### src/rcs_defines.vh
// Constants for the read cycle sequencer.
`ifndef RCS_DEFINES_VH
`define RCS_DEFINES_VH
`define RCS_CYC_PER_MS 32'h0001_86A0
`define RCS_TRIG_DLY_RST 16'h0000
`define RCS_ITER_GAP_RST 16'h002D
`define RCS_CYCLE_LIM_RST 16'h07D0
`define RCS_TOOL_LIM_RST 16'h01F4
`define RCS_ITER_RST 8'h01
`define RCS_NCAP_RST 8'h01
`define RCS_CTRL_RST 8'h05
`define RCS_ADDR_CTRL 6'h00
`define RCS_ADDR_ITER 6'h04
`define RCS_ADDR_DLY 6'h08
`define RCS_ADDR_GAP 6'h0C
`define RCS_ADDR_CYC 6'h10
`define RCS_ADDR_TOOL 6'h14
`define RCS_ADDR_STAT 6'h18
`define RCS_ADDR_IRQ 6'h1C
`define RCS_ADDR_MASK 6'h20
`define RCS_ADDR_SWT 6'h24
`define RCS_CTRL_DONE 0
`define RCS_CTRL_NEWTRIG 1
`define RCS_CTRL_FIXED 2
`define RCS_CTRL_TRIGCAP 3
`define RCS_CTRL_PROTO 4
`define RCS_RESP_OKAY 2'b00
`define RCS_RESP_SLVERR 2'b10
`define RCS_IRQ_W 4
`endif

### src/rcs_ms_timer.v
// Millisecond down counter used for the delay and time limits.
`include "rcs_defines.vh"
module rcs_ms_timer
(
  // Clock and reset
  input wire aclk,
  input wire aresetn,
  // Control
  input wire start,
  input wire stop,
  input wire ms_tick,
  input wire [15:0] limit_ms,
  // Status
  output reg running,
  output reg expired
);
  reg [15:0] left_q;
  always @(posedge aclk)
  begin
    if (!aresetn)
    begin
      left_q <= 16'h0000;
      running <= 1'b0;
      expired <= 1'b0;
    end
    else
    begin
      expired <= 1'b0;
      if (stop)
      begin
        running <= 1'b0;
      end
      else if (start)
      begin
        if (limit_ms == 16'h0000)
        begin
          expired <= 1'b1;
          running <= 1'b0;
        end
        else
        begin
          left_q <= limit_ms;
          running <= 1'b1;
        end
      end
      else if (running && ms_tick)
      begin
        if (left_q == 16'h0001)
        begin
          running <= 1'b0;
          expired <= 1'b1;
        end
        left_q <= left_q - 16'h0001;
      end
    end
  end
endmodule // rcs_ms_timer

### src/rcs_read_cycle.v
// Read cycle sequencer with AXI4-Lite registers.
//
// Summary of operation
// - A start trigger opens a cycle that captures images and attempts decoding.
// - Cycle ends on a good read or when images run out failing.
// - After a cycle ends, only a fresh trigger starts the next.
// - The dedicated trigger pin starts a read cycle.
// - A received serial or socket start string starts a read cycle.
// - With the controller protocol active, a controller command starts a cycle.
// - Acquisition waits a programmable millisecond delay after trigger, default zero.
// - With one iteration, each capture is taken once, else failure.
// - Above one iteration, passes repeat until found or maximum passes reached.
// - Timed mode inserts a millisecond gap between passes, default 45.
// - Captures within a pass follow back to back with no gap.
// - Triggered capture mode starts each later pass on another trigger.
// - Optional fixed cycle time limit in milliseconds, default 2000.
// - With new-trigger ending, a trigger during a cycle fails it, except while waiting for a pass trigger or holding a result.
// - Fixed time runs from trigger; it stops work and holds early results.
// - Each decoder is stopped after a per-tool time limit, default 500.
// - Pass, fail and complete outputs update at every cycle end.
//
// Decided for this implementation: the address map and the AXI4-Lite register port.
`include "rcs_defines.vh"
module rcs_read_cycle
(
  // Clock and reset
  input wire aclk,
  input wire aresetn,
  // AXI4-Lite slave
  input wire [5:0] s_axi_awaddr,
  input wire s_axi_awvalid,
  output reg s_axi_awready,
  input wire [31:0] s_axi_wdata,
  input wire [3:0] s_axi_wstrb,
  input wire s_axi_wvalid,
  output reg s_axi_wready,
  output reg [1:0] s_axi_bresp,
  output reg s_axi_bvalid,
  input wire s_axi_bready,
  input wire [5:0] s_axi_araddr,
  input wire s_axi_arvalid,
  output reg s_axi_arready,
  output reg [31:0] s_axi_rdata,
  output reg [1:0] s_axi_rresp,
  output reg s_axi_rvalid,
  input wire s_axi_rready,
  // Start sources
  input wire trigger_pin,
  input wire serial_start,
  input wire plc_start,
  // Capture and decoder handshake
  output reg capture_req,
  input wire capture_done,
  output reg decode_run,
  input wire decode_good,
  input wire decode_fail,
  output reg decode_abort,
  // Result outputs
  output reg cycle_pass,
  output reg cycle_fail,
  output reg cycle_complete,
  output reg irq
);
  localparam S_IDLE = 7'b000_0001;
  localparam S_DELAY = 7'b000_0010;
  localparam S_CAP = 7'b000_0100;
  localparam S_DEC = 7'b000_1000;
  localparam S_GAP = 7'b001_0000;
  localparam S_WTRIG = 7'b010_0000;
  localparam S_HOLD = 7'b100_0000;
  reg [6:0] state_q;
  reg [7:0] ctrl_q;
  reg [7:0] iter_max_q;
  reg [7:0] ncap_q;
  reg [15:0] dly_q;
  reg [15:0] gap_q;
  reg [15:0] cyc_q;
  reg [15:0] tool_q;
  reg [3:0] irq_stat_q;
  reg [3:0] irq_mask_q;
  reg sw_trig_q;
  reg [7:0] iter_q;
  reg [7:0] cap_q;
  reg result_q;
  reg [31:0] div_q;
  reg ms_tick;
  reg trig_s1_q;
  reg trig_s2_q;
  reg trig_s3_q;
  reg ser_s1_q;
  reg ser_s2_q;
  reg ser_s3_q;
  reg plc_s1_q;
  reg plc_s2_q;
  reg plc_s3_q;
  reg t_dly_start;
  reg t_gap_start;
  reg t_cyc_start;
  reg t_tool_start;
  reg t_stop;
  reg t_tool_stop;
  wire dly_run;
  wire dly_exp;
  wire gap_run;
  wire gap_exp;
  wire cyc_run;
  wire cyc_exp;
  wire tool_run;
  wire tool_exp;
  reg aw_hold_q;
  reg w_hold_q;
  reg [5:0] awaddr_q;
  reg [31:0] wdata_q;
  reg [3:0] wstrb_q;
  wire pin_edge;
  wire ser_edge;
  wire plc_edge;
  wire start_evt;
  wire wr_go;
  wire end_evt;
  reg [3:0] irq_set;
  // Synchronise and edge-detect every external start source.
  always @(posedge aclk)
  begin
    if (!aresetn)
    begin
      trig_s1_q <= 1'b0;
      trig_s2_q <= 1'b0;
      trig_s3_q <= 1'b0;
      ser_s1_q <= 1'b0;
      ser_s2_q <= 1'b0;
      ser_s3_q <= 1'b0;
      plc_s1_q <= 1'b0;
      plc_s2_q <= 1'b0;
      plc_s3_q <= 1'b0;
    end
    else
    begin
      trig_s1_q <= trigger_pin;
      trig_s2_q <= trig_s1_q;
      trig_s3_q <= trig_s2_q;
      ser_s1_q <= serial_start;
      ser_s2_q <= ser_s1_q;
      ser_s3_q <= ser_s2_q;
      plc_s1_q <= plc_start;
      plc_s2_q <= plc_s1_q;
      plc_s3_q <= plc_s2_q;
    end
  end
  assign pin_edge = trig_s2_q & ~trig_s3_q;
  assign ser_edge = ser_s2_q & ~ser_s3_q;
  assign plc_edge = plc_s2_q & ~plc_s3_q & ctrl_q[`RCS_CTRL_PROTO];
  assign start_evt = pin_edge | ser_edge | plc_edge | sw_trig_q;
  // Millisecond enable pulse.
  always @(posedge aclk)
  begin
    if (!aresetn)
    begin
      div_q <= 32'h0000_0000;
      ms_tick <= 1'b0;
    end
    else
    begin
      ms_tick <= (div_q == `RCS_CYC_PER_MS - 32'h0000_0001);
      if (div_q == `RCS_CYC_PER_MS - 32'h0000_0001)
        div_q <= 32'h0000_0000;
      else
        div_q <= div_q + 32'h0000_0001;
    end
  end
  rcs_ms_timer u_dly (.aclk(aclk), .aresetn(aresetn), .start(t_dly_start), .stop(t_stop),
    .ms_tick(ms_tick), .limit_ms(dly_q), .running(dly_run), .expired(dly_exp));
  rcs_ms_timer u_gap (.aclk(aclk), .aresetn(aresetn), .start(t_gap_start), .stop(t_stop),
    .ms_tick(ms_tick), .limit_ms(gap_q), .running(gap_run), .expired(gap_exp));
  rcs_ms_timer u_cyc (.aclk(aclk), .aresetn(aresetn), .start(t_cyc_start), .stop(1'b0),
    .ms_tick(ms_tick), .limit_ms(cyc_q), .running(cyc_run), .expired(cyc_exp));
  rcs_ms_timer u_tool (.aclk(aclk), .aresetn(aresetn), .start(t_tool_start),
    .stop(t_tool_stop), .ms_tick(ms_tick), .limit_ms(tool_q), .running(tool_run),
    .expired(tool_exp));
  // Fixed-time expiry ends the cycle only when that end condition is enabled.
  assign end_evt = ctrl_q[`RCS_CTRL_FIXED] & cyc_exp & (state_q != S_IDLE);
  // Sequencer.
  always @(posedge aclk)
  begin
    if (!aresetn)
    begin
      state_q <= S_IDLE;
      iter_q <= 8'h00;
      cap_q <= 8'h00;
      result_q <= 1'b0;
      capture_req <= 1'b0;
      decode_run <= 1'b0;
      decode_abort <= 1'b0;
      cycle_pass <= 1'b0;
      cycle_fail <= 1'b0;
      cycle_complete <= 1'b0;
      t_dly_start <= 1'b0;
      t_gap_start <= 1'b0;
      t_cyc_start <= 1'b0;
      t_tool_start <= 1'b0;
      t_stop <= 1'b0;
      t_tool_stop <= 1'b0;
      irq_set <= 4'h0;
    end
    else
    begin
      t_dly_start <= 1'b0;
      t_gap_start <= 1'b0;
      t_cyc_start <= 1'b0;
      t_tool_start <= 1'b0;
      t_stop <= 1'b0;
      t_tool_stop <= 1'b0;
      decode_abort <= 1'b0;
      irq_set <= 4'h0;
      if (end_evt)
      begin
        state_q <= S_IDLE;
        capture_req <= 1'b0;
        decode_run <= 1'b0;
        decode_abort <= decode_run;
        t_stop <= 1'b1;
        t_tool_stop <= 1'b1;
        cycle_pass <= result_q;
        cycle_fail <= ~result_q;
        cycle_complete <= 1'b1;
        irq_set <= {1'b0, 1'b1, ~result_q, result_q};
      end
      else if (start_evt && ctrl_q[`RCS_CTRL_NEWTRIG] && state_q != S_IDLE
        && !(state_q == S_WTRIG) && !(state_q == S_HOLD))
      begin
        state_q <= S_IDLE;
        capture_req <= 1'b0;
        decode_run <= 1'b0;
        decode_abort <= decode_run;
        t_stop <= 1'b1;
        t_tool_stop <= 1'b1;
        cycle_pass <= 1'b0;
        cycle_fail <= 1'b1;
        cycle_complete <= 1'b1;
        irq_set <= 4'b1110;
      end
      else
      begin
        case (state_q)
          S_IDLE:
          begin
            if (start_evt)
            begin
              cycle_pass <= 1'b0;
              cycle_fail <= 1'b0;
              cycle_complete <= 1'b0;
              result_q <= 1'b0;
              iter_q <= 8'h00;
              cap_q <= 8'h00;
              t_dly_start <= 1'b1;
              t_cyc_start <= 1'b1;
              state_q <= S_DELAY;
            end
          end
          S_DELAY:
          begin
            if (dly_exp)
            begin
              capture_req <= 1'b1;
              state_q <= S_CAP;
            end
          end
          S_CAP:
          begin
            if (capture_done)
            begin
              capture_req <= 1'b0;
              decode_run <= 1'b1;
              t_tool_start <= 1'b1;
              state_q <= S_DEC;
            end
          end
          S_DEC:
          begin
            if (decode_good || decode_fail || tool_exp)
            begin
              decode_run <= 1'b0;
              t_tool_stop <= 1'b1;
              decode_abort <= tool_exp & ~decode_good & ~decode_fail;
              if (decode_good)
              begin
                result_q <= 1'b1;
                state_q <= S_HOLD;
              end
              else if (cap_q + 8'h01 < ncap_q)
              begin
                cap_q <= cap_q + 8'h01;
                capture_req <= 1'b1;
                state_q <= S_CAP;
              end
              else if (iter_q + 8'h01 < iter_max_q)
              begin
                iter_q <= iter_q + 8'h01;
                cap_q <= 8'h00;
                if (ctrl_q[`RCS_CTRL_TRIGCAP])
                  state_q <= S_WTRIG;
                else
                begin
                  t_gap_start <= 1'b1;
                  state_q <= S_GAP;
                end
              end
              else
              begin
                result_q <= 1'b0;
                state_q <= S_HOLD;
              end
            end
          end
          S_GAP:
          begin
            if (gap_exp)
            begin
              capture_req <= 1'b1;
              state_q <= S_CAP;
            end
          end
          S_WTRIG:
          begin
            if (start_evt)
            begin
              capture_req <= 1'b1;
              state_q <= S_CAP;
            end
          end
          S_HOLD:
          begin
            if (!(ctrl_q[`RCS_CTRL_FIXED] && cyc_run))
            begin
              state_q <= S_IDLE;
              cycle_pass <= result_q;
              cycle_fail <= ~result_q;
              cycle_complete <= 1'b1;
              irq_set <= {1'b0, 1'b1, ~result_q, result_q};
            end
          end
          default:
          begin
            state_q <= S_IDLE;
          end
        endcase
      end
    end
  end
  // AXI4-Lite write path.
  assign wr_go = aw_hold_q & w_hold_q & ~s_axi_bvalid;
  always @(posedge aclk)
  begin
    if (!aresetn)
    begin
      s_axi_awready <= 1'b1;
      s_axi_wready <= 1'b1;
      s_axi_bvalid <= 1'b0;
      s_axi_bresp <= `RCS_RESP_OKAY;
      aw_hold_q <= 1'b0;
      w_hold_q <= 1'b0;
      awaddr_q <= 6'h00;
      wdata_q <= 32'h0000_0000;
      wstrb_q <= 4'h0;
      ctrl_q <= `RCS_CTRL_RST;
      iter_max_q <= `RCS_ITER_RST;
      ncap_q <= `RCS_NCAP_RST;
      dly_q <= `RCS_TRIG_DLY_RST;
      gap_q <= `RCS_ITER_GAP_RST;
      cyc_q <= `RCS_CYCLE_LIM_RST;
      tool_q <= `RCS_TOOL_LIM_RST;
      irq_mask_q <= 4'h0;
      irq_stat_q <= 4'h0;
      sw_trig_q <= 1'b0;
      irq <= 1'b0;
    end
    else
    begin
      sw_trig_q <= 1'b0;
      irq <= |(irq_stat_q & irq_mask_q);
      if (s_axi_awvalid && s_axi_awready)
      begin
        awaddr_q <= s_axi_awaddr;
        aw_hold_q <= 1'b1;
        s_axi_awready <= 1'b0;
      end
      if (s_axi_wvalid && s_axi_wready)
      begin
        wdata_q <= s_axi_wdata;
        wstrb_q <= s_axi_wstrb;
        w_hold_q <= 1'b1;
        s_axi_wready <= 1'b0;
      end
      if (s_axi_bvalid && s_axi_bready)
      begin
        s_axi_bvalid <= 1'b0;
        s_axi_awready <= 1'b1;
        s_axi_wready <= 1'b1;
      end
      if (wr_go)
      begin
        aw_hold_q <= 1'b0;
        w_hold_q <= 1'b0;
        s_axi_bvalid <= 1'b1;
        s_axi_bresp <= `RCS_RESP_OKAY;
        case (awaddr_q)
          `RCS_ADDR_CTRL: if (wstrb_q[0]) ctrl_q <= wdata_q[7:0];
          `RCS_ADDR_ITER:
          begin
            if (wstrb_q[0]) iter_max_q <= wdata_q[7:0];
            if (wstrb_q[1]) ncap_q <= wdata_q[15:8];
          end
          `RCS_ADDR_DLY: if (wstrb_q[0] && wstrb_q[1]) dly_q <= wdata_q[15:0];
          `RCS_ADDR_GAP: if (wstrb_q[0] && wstrb_q[1]) gap_q <= wdata_q[15:0];
          `RCS_ADDR_CYC: if (wstrb_q[0] && wstrb_q[1]) cyc_q <= wdata_q[15:0];
          `RCS_ADDR_TOOL: if (wstrb_q[0] && wstrb_q[1]) tool_q <= wdata_q[15:0];
          `RCS_ADDR_IRQ: ;
          `RCS_ADDR_MASK: if (wstrb_q[0]) irq_mask_q <= wdata_q[3:0];
          `RCS_ADDR_SWT: if (wstrb_q[0]) sw_trig_q <= wdata_q[0];
          `RCS_ADDR_STAT: ;
          default: s_axi_bresp <= `RCS_RESP_SLVERR;
        endcase
      end
      // Hardware set wins over a write-one clear in the same cycle.
      irq_stat_q <= (irq_stat_q & ~((wr_go && awaddr_q == `RCS_ADDR_IRQ && wstrb_q[0]) ?
        wdata_q[3:0] : 4'h0)) | irq_set;
    end
  end
  // AXI4-Lite read path.
  always @(posedge aclk)
  begin
    if (!aresetn)
    begin
      s_axi_arready <= 1'b1;
      s_axi_rvalid <= 1'b0;
      s_axi_rdata <= 32'h0000_0000;
      s_axi_rresp <= `RCS_RESP_OKAY;
    end
    else if (s_axi_rvalid)
    begin
      if (s_axi_rready)
      begin
        s_axi_rvalid <= 1'b0;
        s_axi_arready <= 1'b1;
      end
    end
    else if (s_axi_arvalid && s_axi_arready)
    begin
      s_axi_arready <= 1'b0;
      s_axi_rvalid <= 1'b1;
      s_axi_rresp <= `RCS_RESP_OKAY;
      case (s_axi_araddr)
        `RCS_ADDR_CTRL: s_axi_rdata <= {24'h00_0000, ctrl_q};
        `RCS_ADDR_ITER: s_axi_rdata <= {16'h0000, ncap_q, iter_max_q};
        `RCS_ADDR_DLY: s_axi_rdata <= {16'h0000, dly_q};
        `RCS_ADDR_GAP: s_axi_rdata <= {16'h0000, gap_q};
        `RCS_ADDR_CYC: s_axi_rdata <= {16'h0000, cyc_q};
        `RCS_ADDR_TOOL: s_axi_rdata <= {16'h0000, tool_q};
        `RCS_ADDR_STAT: s_axi_rdata <= {16'h0000, iter_q, 1'b0, state_q};
        `RCS_ADDR_IRQ: s_axi_rdata <= {28'h000_0000, irq_stat_q};
        `RCS_ADDR_MASK: s_axi_rdata <= {28'h000_0000, irq_mask_q};
        `RCS_ADDR_SWT: s_axi_rdata <= 32'h0000_0000;
        default:
        begin
          s_axi_rdata <= 32'h0000_0000;
          s_axi_rresp <= `RCS_RESP_SLVERR;
        end
      endcase
    end
  end
endmodule // rcs_read_cycle

### config.mk
export PLATFORM = sky130hd
export DESIGN_NAME = rcs_read_cycle
export DESIGN_NICKNAME = d
export VERILOG_FILES = /design/src/rcs_ms_timer.v /design/src/rcs_read_cycle.v
export VERILOG_INCLUDE_DIRS = /design/src
export SDC_FILE = /design/constraint.sdc
export NUM_CORES = 1
export LEC_CHECK = 0
export ABC_AREA = 1
export BUFFER_PORTS_ARGS = -buffer_cell sky130_fd_sc_hd__buf_2
export CORE_MARGIN = 2
export CORE_UTILIZATION = 40
export CTS_CLUSTER_SIZE = 12
export DETAILED_ROUTE_END_ITERATION = 16
export PLACE_DENSITY = 0.59
export SYNTH_ARGS = -nofsm -noshare
export SYNTH_HDL_FRONTEND = slang
export SYNTH_HIERARCHICAL = 1
export SYNTH_SLANG_ARGS = --single-unit
export TNS_END_PERCENT = 100
### constraint.sdc
create_clock -name aclk -period 4.4 [get_ports aclk]
set_clock_uncertainty 0.15 [all_clocks]
set_input_delay 0.88 -clock aclk [delete_from_list [all_inputs] [get_ports aclk]]
set_output_delay 0.88 -clock aclk [all_outputs]
set_load 0.01 [all_outputs]
==> Word level (Yosys, flattened, before mapping) <==
Index checks and enable logic that the tools add are counted.
{ "totals": {"register_bits": 318, "latchBits": 0, "ram_bits": 0, "rom_bits": 0, "input_bits": 61, "word_cells": 364, "memories": 0} }
{ "op_classes": {"addsub": 7, "mul": 0, "div": 0, "order_cmp": 2, "n_eq_ne": 52, "shift": 0, "n_mux": 125, "bitwise_logic": 35, "n_reduce_logical": 79} }
{ "ops": {"columns": ["operator", "count"], "rows": [
  ["16-bit two-way mux", 12],
  ["16-bit one-hot mux with 9 select lines", 1],
  ["1-bit two-way mux", 76],
  ["8-bit two-way mux", 9],
  ["7-bit two-way mux", 10],
  ["16-bit by 1-bit equality test with 1-bit output, second input constant", 4],
  ["16-bit logical NOT", 4],
  ["16-bit by 1-bit subtractor with 16-bit output, second input constant", 4],
  ["7-bit one-hot mux with 7 select lines", 1],
  ["6-bit by 5-bit equality test with 1-bit output, second input constant", 8],
  ["3-bit AND reduction", 13],
  ["32-bit by 1-bit adder with 32-bit output, second input constant", 1],
  ["32-bit by 17-bit equality test with 1-bit output, second input constant", 1],
  ["8-bit one-hot mux with 2 select lines", 2],
  ["2-bit != test, second input constant", 13],
  ["6-bit by 4-bit equality test with 1-bit output, second input constant", 4],
  ["6-bit equality test, second input constant", 4],
  ["2-bit nonzero test", 12],
  ["7-bit AND reduction", 3],
  ["10-bit OR reduction", 2],
  ["1-bit NOT", 18],
  ["8-bit by 1-bit adder with 8-bit output, second input constant", 2],
  ["1-bit logical AND", 16],
  ["8-bit less-than comparator", 2],
  ["other kinds (35)", 78]
]} }

==> Depth between registers and ports, before layout <==
Gate-level depths: netlist (run 1).
{ "logic_depth": {"ltp_word": 11, "depth_mapped": 18} }

==> Hierarchy <==
The synthesis (run 1) kept the hierarchy.
{ "by_module_without_submodules": {"columns": ["mod", "instances", "cells_per_inst", "area_each_um2"], "rows": [
  ["rcs_read_cycle", 1, 1491, 10651.5],
  ["rcs_ms_timer", 4, 230, 1337.5]
]} }

==> Least setup slack after synthesis (run 1) <==
OpenSTA, ideal clock, no wires.
{ "synth_path": {"path_type": "register to register", "start": "register cap_q[2]", "end": "register iter_q[4]", "setup_time_ps": 132, "arrival_ps": 2490, "setup_slack_ps": 1627, "stages_incl_launch_ff": 17, "n_path_buf": 0, "synth_period_minus_slack_ps": 2773, "cell_sequence": "dfxtp_1 > nand3_1 > inv_1 > nand4_1 > or2_2 > or2_2 > nand2_1 > inv_1 > ha_1 > nand2_1 > o21a_1 > nand3_1 > nand2_1 > nor2_2 > nand2_2 > nand2_1 > a21oi_1"} }
{ "synth_via": {"elab_chain_cells": 4} }
{ "synth_rtl": {"columns": ["element", "line_no", "text"], "rows": [
  ["start: declaration", "rcs_read_cycle.v:83", "reg [7:0] cap_q;"],
  ["start signal: assignment", "rcs_read_cycle.v:292", "cap_q <= cap_q + 8'h01;"],
  ["8-bit by 1-bit adder with 8-bit output", "rcs_read_cycle.v:290", "else if (cap_q + 8'h01 < ncap_q)"],
  ["8-bit less-than comparator", "rcs_read_cycle.v:290", null],
  ["2-bit != test (no source line)", null, null],
  ["8-bit AND reduction (no source line)", null, null],
  ["end signal: assignment", "rcs_read_cycle.v:298", "iter_q <= iter_q + 8'h01;"],
  ["end: declaration", "rcs_read_cycle.v:82", "reg [7:0] iter_q;"]
]} }
No other way between the ends.
A chain may end at the register's enable or synchronous reset.

==> Worst setup path in the final report (run 1) <==
{ "layout_path": {"start": "register cap_q[0]", "end": "register iter_q[1]"} }
Same word-level chain as after synthesis.

==> results of run 1 <==
## worst min-delay path by stage
stage,end,slack (ns)
final,ser_s2_q$_SDFF_PN0_,0.25
after global routing,trig_s2_q$_SDFF_PN0_,0.28
after CTS,ser_s2_q$_SDFF_PN0_,0.26
after detailed placement,plc_s2_q$_SDFF_PN0_,0.25
after global placement,trig_s2_q$_SDFF_PN0_,0.24
after floorplan,plc_s2_q$_SDFF_PN0_,0.24
## sequential cells by signal, indices dropped and copies added (netlist names), 2 cells and up
signal	flops
s_axi_rdata	16
tool_q	16
iter_q	8
u_dly/left_q	16
div_q	32
state_q	7
dly_q	16
irq_set	4
u_tool/left_q	16
wdata_q	16
irq_stat_q	4
gap_q	16
cyc_q	16
ctrl_q	8
irq_mask_q	4
wstrb_q	2
ncap_q	8
u_gap/left_q	16
iter_max_q	8
cap_q	8
awaddr_q	6
u_cyc/left_q	16
## kinds of logic after synthesis
logic type	count (synthesis)	share of synthesized area (%)
other cells	1	0.0234
compound gates	446	15.3
fa+ha+maj	25	1.95
simple gates	1239	34.0
buf+inv	378	10.0
flops	300	37.5
xor+xnor	22	1.20
## metrics by stage
stage | util [%] | total power, µW | setup slack [ns]
after global placement | 42.0 | 4410 | 1.25
after global routing | 44.8 | 7660 | 0.940
final | 44.8 | 7260 | 1.21
after CTS | 44.8 | 7320 | 1.20
after detailed placement | 42.0 | 4440 | 1.23
after floorplan | - | 4090 | 1.63
## final cells by class
cell class / instances / area [µm²]
inverters: 287 / 1090
well taps: 525 / 657
fillers: 4177 / 21900
clock inverters: 10 / 143
repair buffers: 82 / 450
flip-flops and latches: 300 / 6010
clock buffers: 48 / 965
multi-input cells: 1752 / 8460
## worst max-delay path, delay by kind of cell (launching register included)
family / cells / cell delay [ns]
adder cells (fa/ha/maj): 1 / 0.28
AND/OR/NAND/NOR: 11 / 1.81
AO/OA/AOI/OAI: 2 / 0.28
flip-flops: 1 / 0.39
buffers and inverters: 2 / 0.14
## layer usage
layer	routed length, µm	share of wire [%]	track usage, %
met1	22100	45	31.0
met2	22100	45	38.4
met3	2650	5.4	3.86
met4	1840	3.8	9.21
met5	21	0.043	0
## power breakdown
part / internal (µW) / switching (µW) / leakage, µW
combinational: 474 / 967 / 0.00472
clock: 1660 / 1200 / 0.000538
sequential: 2830 / 131 / 0.00243
## placed cells by master (no fill, tap or decap), types with 3 or more instances in the layout
cell and count:
nand2_1 544, nor2_1 418, dfxtp_1 300, inv_1 258
a21oi_1 176, o21ai_0 147, nand3_1 109, buf_2 71
nor3_1 38, o21ai_1 38, clkbuf_16 35, nand4_1 31
o22ai_1 28, ha_1 25, inv_2 22, o211ai_1 21
conb_1 20, xor2_1 17, nand2_2 15, nand3b_1 14
nor2_2 13, nor4_1 12, nor2_4 11, a22oi_1 10
buf_4 10, or2_2 9, a211oi_1 9, clkbuf_1 9
nand3_4 5, xnor2_1 5, clkinv_2 5, o21a_1 4
nor3b_1 4, clkbuf_8 4, a21oi_4 4, nand2_8 4
inv_4 4, a21boi_1 4, nand2_4 3
==> flow_summary.toml, run 1 <==
[run_status]
status = "finished, final reports clean"

[clock_network]
ctsLongestPathBuffers = 3
ctsHoldBuffers = 0
cts_resized = 0
cts.clk_slew.worst_paths_ns = 0.06
clock-sinks = 300
numCtsBuffers = 35
clkLatencyLatePin_ns = 0.56
htreeDepth = 2
cts_setup_buffers = 0
cts_tree = "built"
cts_root_buffer = "clkbuf_16"

[worst_setup_path]
reg2reg_depth = 16
cpPeakStageDelay_ns = 0.39
startpoint_type = "register"
cp-endpoint = "iter_q[1]$_SDFFE_PN0P_"
r2r-start = "cap_q[0]$_SDFFE_PN0P_"
end_kind = "register"
cp_slowest_cell = "dfxtp_1"
r2r-end = "iter_q[1]$_SDFFE_PN0P_"
critPathKind = "reg -> reg"
r2r_slack_ns = 1.21
worstPathArrival_ns = 3.46
crit_top_cell = "nand2_1"
crit_start = "cap_q[0]$_SDFFE_PN0P_"
cp.required_ns = 4.67
timing.critical_path.cells = "nand3_1 -> inv_1 -> nand4_1 -> or2_2 -> or2_2 -> nand2_1 -> inv_1 -> ha_1 -> nand2_1 -> o21a_1 -> nand3_1 -> nand2_1 -> nor2_2 -> nand2_2 -> nand2_1 -> a21oi_1"
path_max_fanout = 9

[synth]
synthArstFlopShare_pct = 0
synth.avg_cell_area_um2 = 6.64
yosys.area.top_type = "dfxtp_1"
yosys-top-cells-count = "nand2_1 (544), nor2_1 (418), dfxtp_1 (300)"
syn_inst = 2411
ys_ff_latch = 300
synth_edf_count = 0
synth_flop_cell = "dfxtp_1"
synth.distinct_cells = 55
yosys_warnings = 6
syn_area_um2 = 16000
synthTopCellsByArea = "dfxtp_1 (38%), nand2_1 (13%), nor2_1 (9.8%), inv_1 (6.1%), a21oi_1 (5.5%)"
yosysTopAreaCellShare_pct = 37.5
synth.most_common_cell = "nand2_1"
yosysSeqAreaShare_pct = 37.5

[sta]
finalHoldViolCount = 0
relSlewSlack_pct = 25.5
post-route-period-util_pct = 72.4
hold_ws_ns = 0.255
setup_viol = 0
clock.fmax_mhz = 314
fin_setup_tns_ns = 0
drv_slew = 0
rsz0062_at_grt = "false"
worst_pin_slew_ns = 1.12
fin_crit_ns = 3.19

[cells_and_area]
syn_to_final_growth_pct = 11.1
diodes = 0
final_cells = 3004
drive_gt1_share_pct = 9.32
final_nets = 2544
final_area_um2 = 17800

[hold_path]
hold_depth = 2
hold_class = "reg -> reg"
min_from = "ser_s1_q$_SDFF_PN0_"

[grt]
grt_pass1_wl_mm = 77.2
antenna_found_initial = 5
track_usage_pct = 23.5
grt_pass1_vias = 14400
grt_overflow = 0
grt_start_max_net_pins = 142

[routing]
drt_iter0_markers = 1150
drc = 0
wl_per_cell_um = 16.2
drtPass1Iterations = 8
viasPerCell = 5.17
drt_wl_total_mm = 48.7
ant_nets = 0
via_count = 15500

[placed_design]
dp_hpwl_mm = 35.7
io_buffers = 72
placedCellCount = 2946
placed_area_um2 = 16700
gp_congestion = 0.930

[floorplanning]
rows = 73
die-area_um2 = 41600
fp.dieH_um = 204
io_pins = 109
initial_core_util_pct = 40.4
core_um2 = 39600
die_x_um = 204

[power]
p_leak_uw = 0.00769
ir_worst_vdd_mv = 0.261
powerDensity_nw_per_um2 = 409

[flow_run]
cap_violations = 0
(Power assumes the default switching activity.)
==> run 2, diff against run 1 <==
Clock period 4.4 ns to 3.2 ns, I/O delays scaled along.
==> run 2 against run 1 <==
Effect of this change: critical path type unchanged; sequential power increased by 37%; via count decreased by 0.47%; worst hold slack got worse by 0.12 ns; clock-buffer cell count increased by 6; die area unchanged; power increased by 45%; worst setup slack got worse by 0.90 ns; largest power group is now the clock network.
==> flow_summary.toml, run 2 (synthesized netlist as in run 1, its figures left out) <==
[floorplanning]
die_x_um = 204
die-area_um2 = 41600
rows = 73
core_um2 = 39600
io_pins = 109
fp.dieH_um = 204
initial_core_util_pct = 40.4

[cells_and_area]
final_cell_mix = "nand2_1 (541), nor2_1 (418), dfxtp_1 (297)"
diodes = 0
drive_gt1_share_pct = 10.4
largest_reg_flops = 32
syn_to_final_growth_pct = 13.0
final_nets = 2558
final_common_cell = "nand2_1"
largest_register = "div_q"

[power]
p_switching_uw = 3180
pwr-share-seq_pct = 38.5
p_clk_share_pct = 42.2
internal_power_uw = 7350
pwr-share-comb_pct = 19.3
ir_worst_vdd_mv = 0.618
p_leak_uw = 0.00786
p_sw_share_pct = 30.2
powerDensity_nw_per_um2 = 583

[sta]
drv_slew = 0
setup_viol = 0
hold_ws_ns = 0.133
fin_crit_ns = 2.89
rsz0062_at_grt = "false"
finalHoldViolCount = 0
post-route-period-util_pct = 90.2
relSlewSlack_pct = 45.3
fin_setup_tns_ns = 0
clock.fmax_mhz = 346
worst_pin_slew_ns = 0.818

[worst_setup_path]
critPathKind = "reg -> reg"
cp_slowest_cell = "dfxtp_2"
startpoint_type = "register"
cpPeakStageDelay_ns = 0.36
path_max_fanout = 7
crit_family = "simple AND/OR/NAND/NOR gates"
end_kind = "register"
crit_start = "cap_q[0]$_SDFFE_PN0P_"
r2r-start = "cap_q[0]$_SDFFE_PN0P_"
path_buf_inv = 2
worstPathArrival_ns = 3.15
cp.required_ns = 3.46
crit_top_cell = "nand2_1"
timing.critical_path.cells = "nand3_1 -> inv_1 -> nand4_1 -> or2_2 -> or2_2 -> nand2_1 -> inv_1 -> ha_1 -> nand2_1 -> o21a_1 -> nand3_2 -> nand2_2 -> nor2_4 -> nand2_4 -> nand2_1 -> a21oi_1"

[clock_network]
cts_root_buffer = "clkbuf_16"
clkLatencyLatePin_ns = 0.55
cts_tree = "built"
htreeDepth = 2
ctsLongestPathBuffers = 3
numCtsBuffers = 36
clock-sinks = 300
cts.clk_slew.worst_paths_ns = 0.06

[grt]
grt_pass1_wl_mm = 76.6
grt_pass1_vias = 14400
track_usage_pct = 23.2
grt_start_max_net_pins = 60
antenna_found_initial = 1
grt_overflow = 0

[routing]
viasPerCell = 5.11
drt_wl_total_mm = 48.4
drt_iter0_markers = 1193
wl_per_cell_um = 16.0
drc = 0
ant_nets = 0
drtPass1Iterations = 6
via_count = 15400

[placed_design]
io_buffers = 72
dp_hpwl_mm = 35.9
gp_congestion = 0.909

[run_status]
status = "finished, final reports clean"

[flow_run]
cap_violations = 0

[hold_path]
hold_class = "in -> reg"
min_from = "plc_start"
run 2: cell types whose count changed in the layout (fill, tap and decap cells not counted), sizes merged:
cell      before  now
clkbuf        48   54
buf           82   94
inv          285  284
nor2         443  444
bufinv         2    5
clkinvlp       1    0
run 2: final timing paths:
kind / end / slack [ns] / cells past startpoint
worst max-delay path: iter_q[2]$_SDFFE_PN0P_ / 0.31 / 16
worst min-delay path: plc_s1_q$_SDFF_PN0_ / 0.13 / 3
worst max register to register: iter_q[2]$_SDFFE_PN0P_ / 0.31 / 16
worst min register to register: ser_s2_q$_SDFF_PN0_ / 0.27 / 2
run 2: power by group through the flow:
stage / Sequential [µW] / Combinational [µW] / Clock, µW
after detailed placement: 4140 / 1960 / 0
final: 4060 / 2030 / 4450
after global placement: 4130 / 1930 / 0
after floorplan: 4080 / 1540 / 0
after CTS: 4050 / 1970 / 4550
after global routing: 4080 / 2340 / 4680
run 2: what timing repair did:
item                       CTS  global route
setup endpoints to repair    0            15
hold buffers                 0             0
resized for setup            0            10
buffers inserted             0             0
run 2: per-stage QoR:
stage,instance area (µm²),total power [µW],std cells,utilization [%],worst slack (ns)
after floorplan,16100,5630,2430,-,0.427
after global placement,16800,6060,2958,42.3,0.135
after detailed placement,16800,6090,2958,42.3,0.0637
after CTS,18000,10600,3023,45.5,0.0492
after global routing,18100,11100,3024,45.6,0.0394
final,18100,10500,3024,45.6,0.312
run 2: cell type report:
| class | count | area [µm²] |
|---|---|---|
| repair buffers | 94 | 541 |
| clock buffers | 54 | 1100 |
| fillers | 4183 | 21600 |
| well taps | 525 | 657 |
| flip-flops and latches | 300 | 6010 |
| clock inverters | 11 | 191 |
| inverters | 287 | 1090 |
| multi-input cells | 1753 | 8500 |
run 2: worst min-delay path: cells and delay by family:
kind	cells	cell delay (ns)
and+or+nand+nor	1	0.04
buffers and inverters	2	0.12
run 2: routing by layer:
| metal | up-vias | track usage (%) | share of wire (%) |
|---|---|---|---|
| met2 | 427 | 37.9 | 45 |
| met3 | 96 | 3.46 | 5.3 |
| met1 | 7031 | 30.8 | 46 |
| met5 | - | 0 | 0 |
| met4 | 0 | 8.70 | 3.5 |
| li1 | 7890 | - | - |
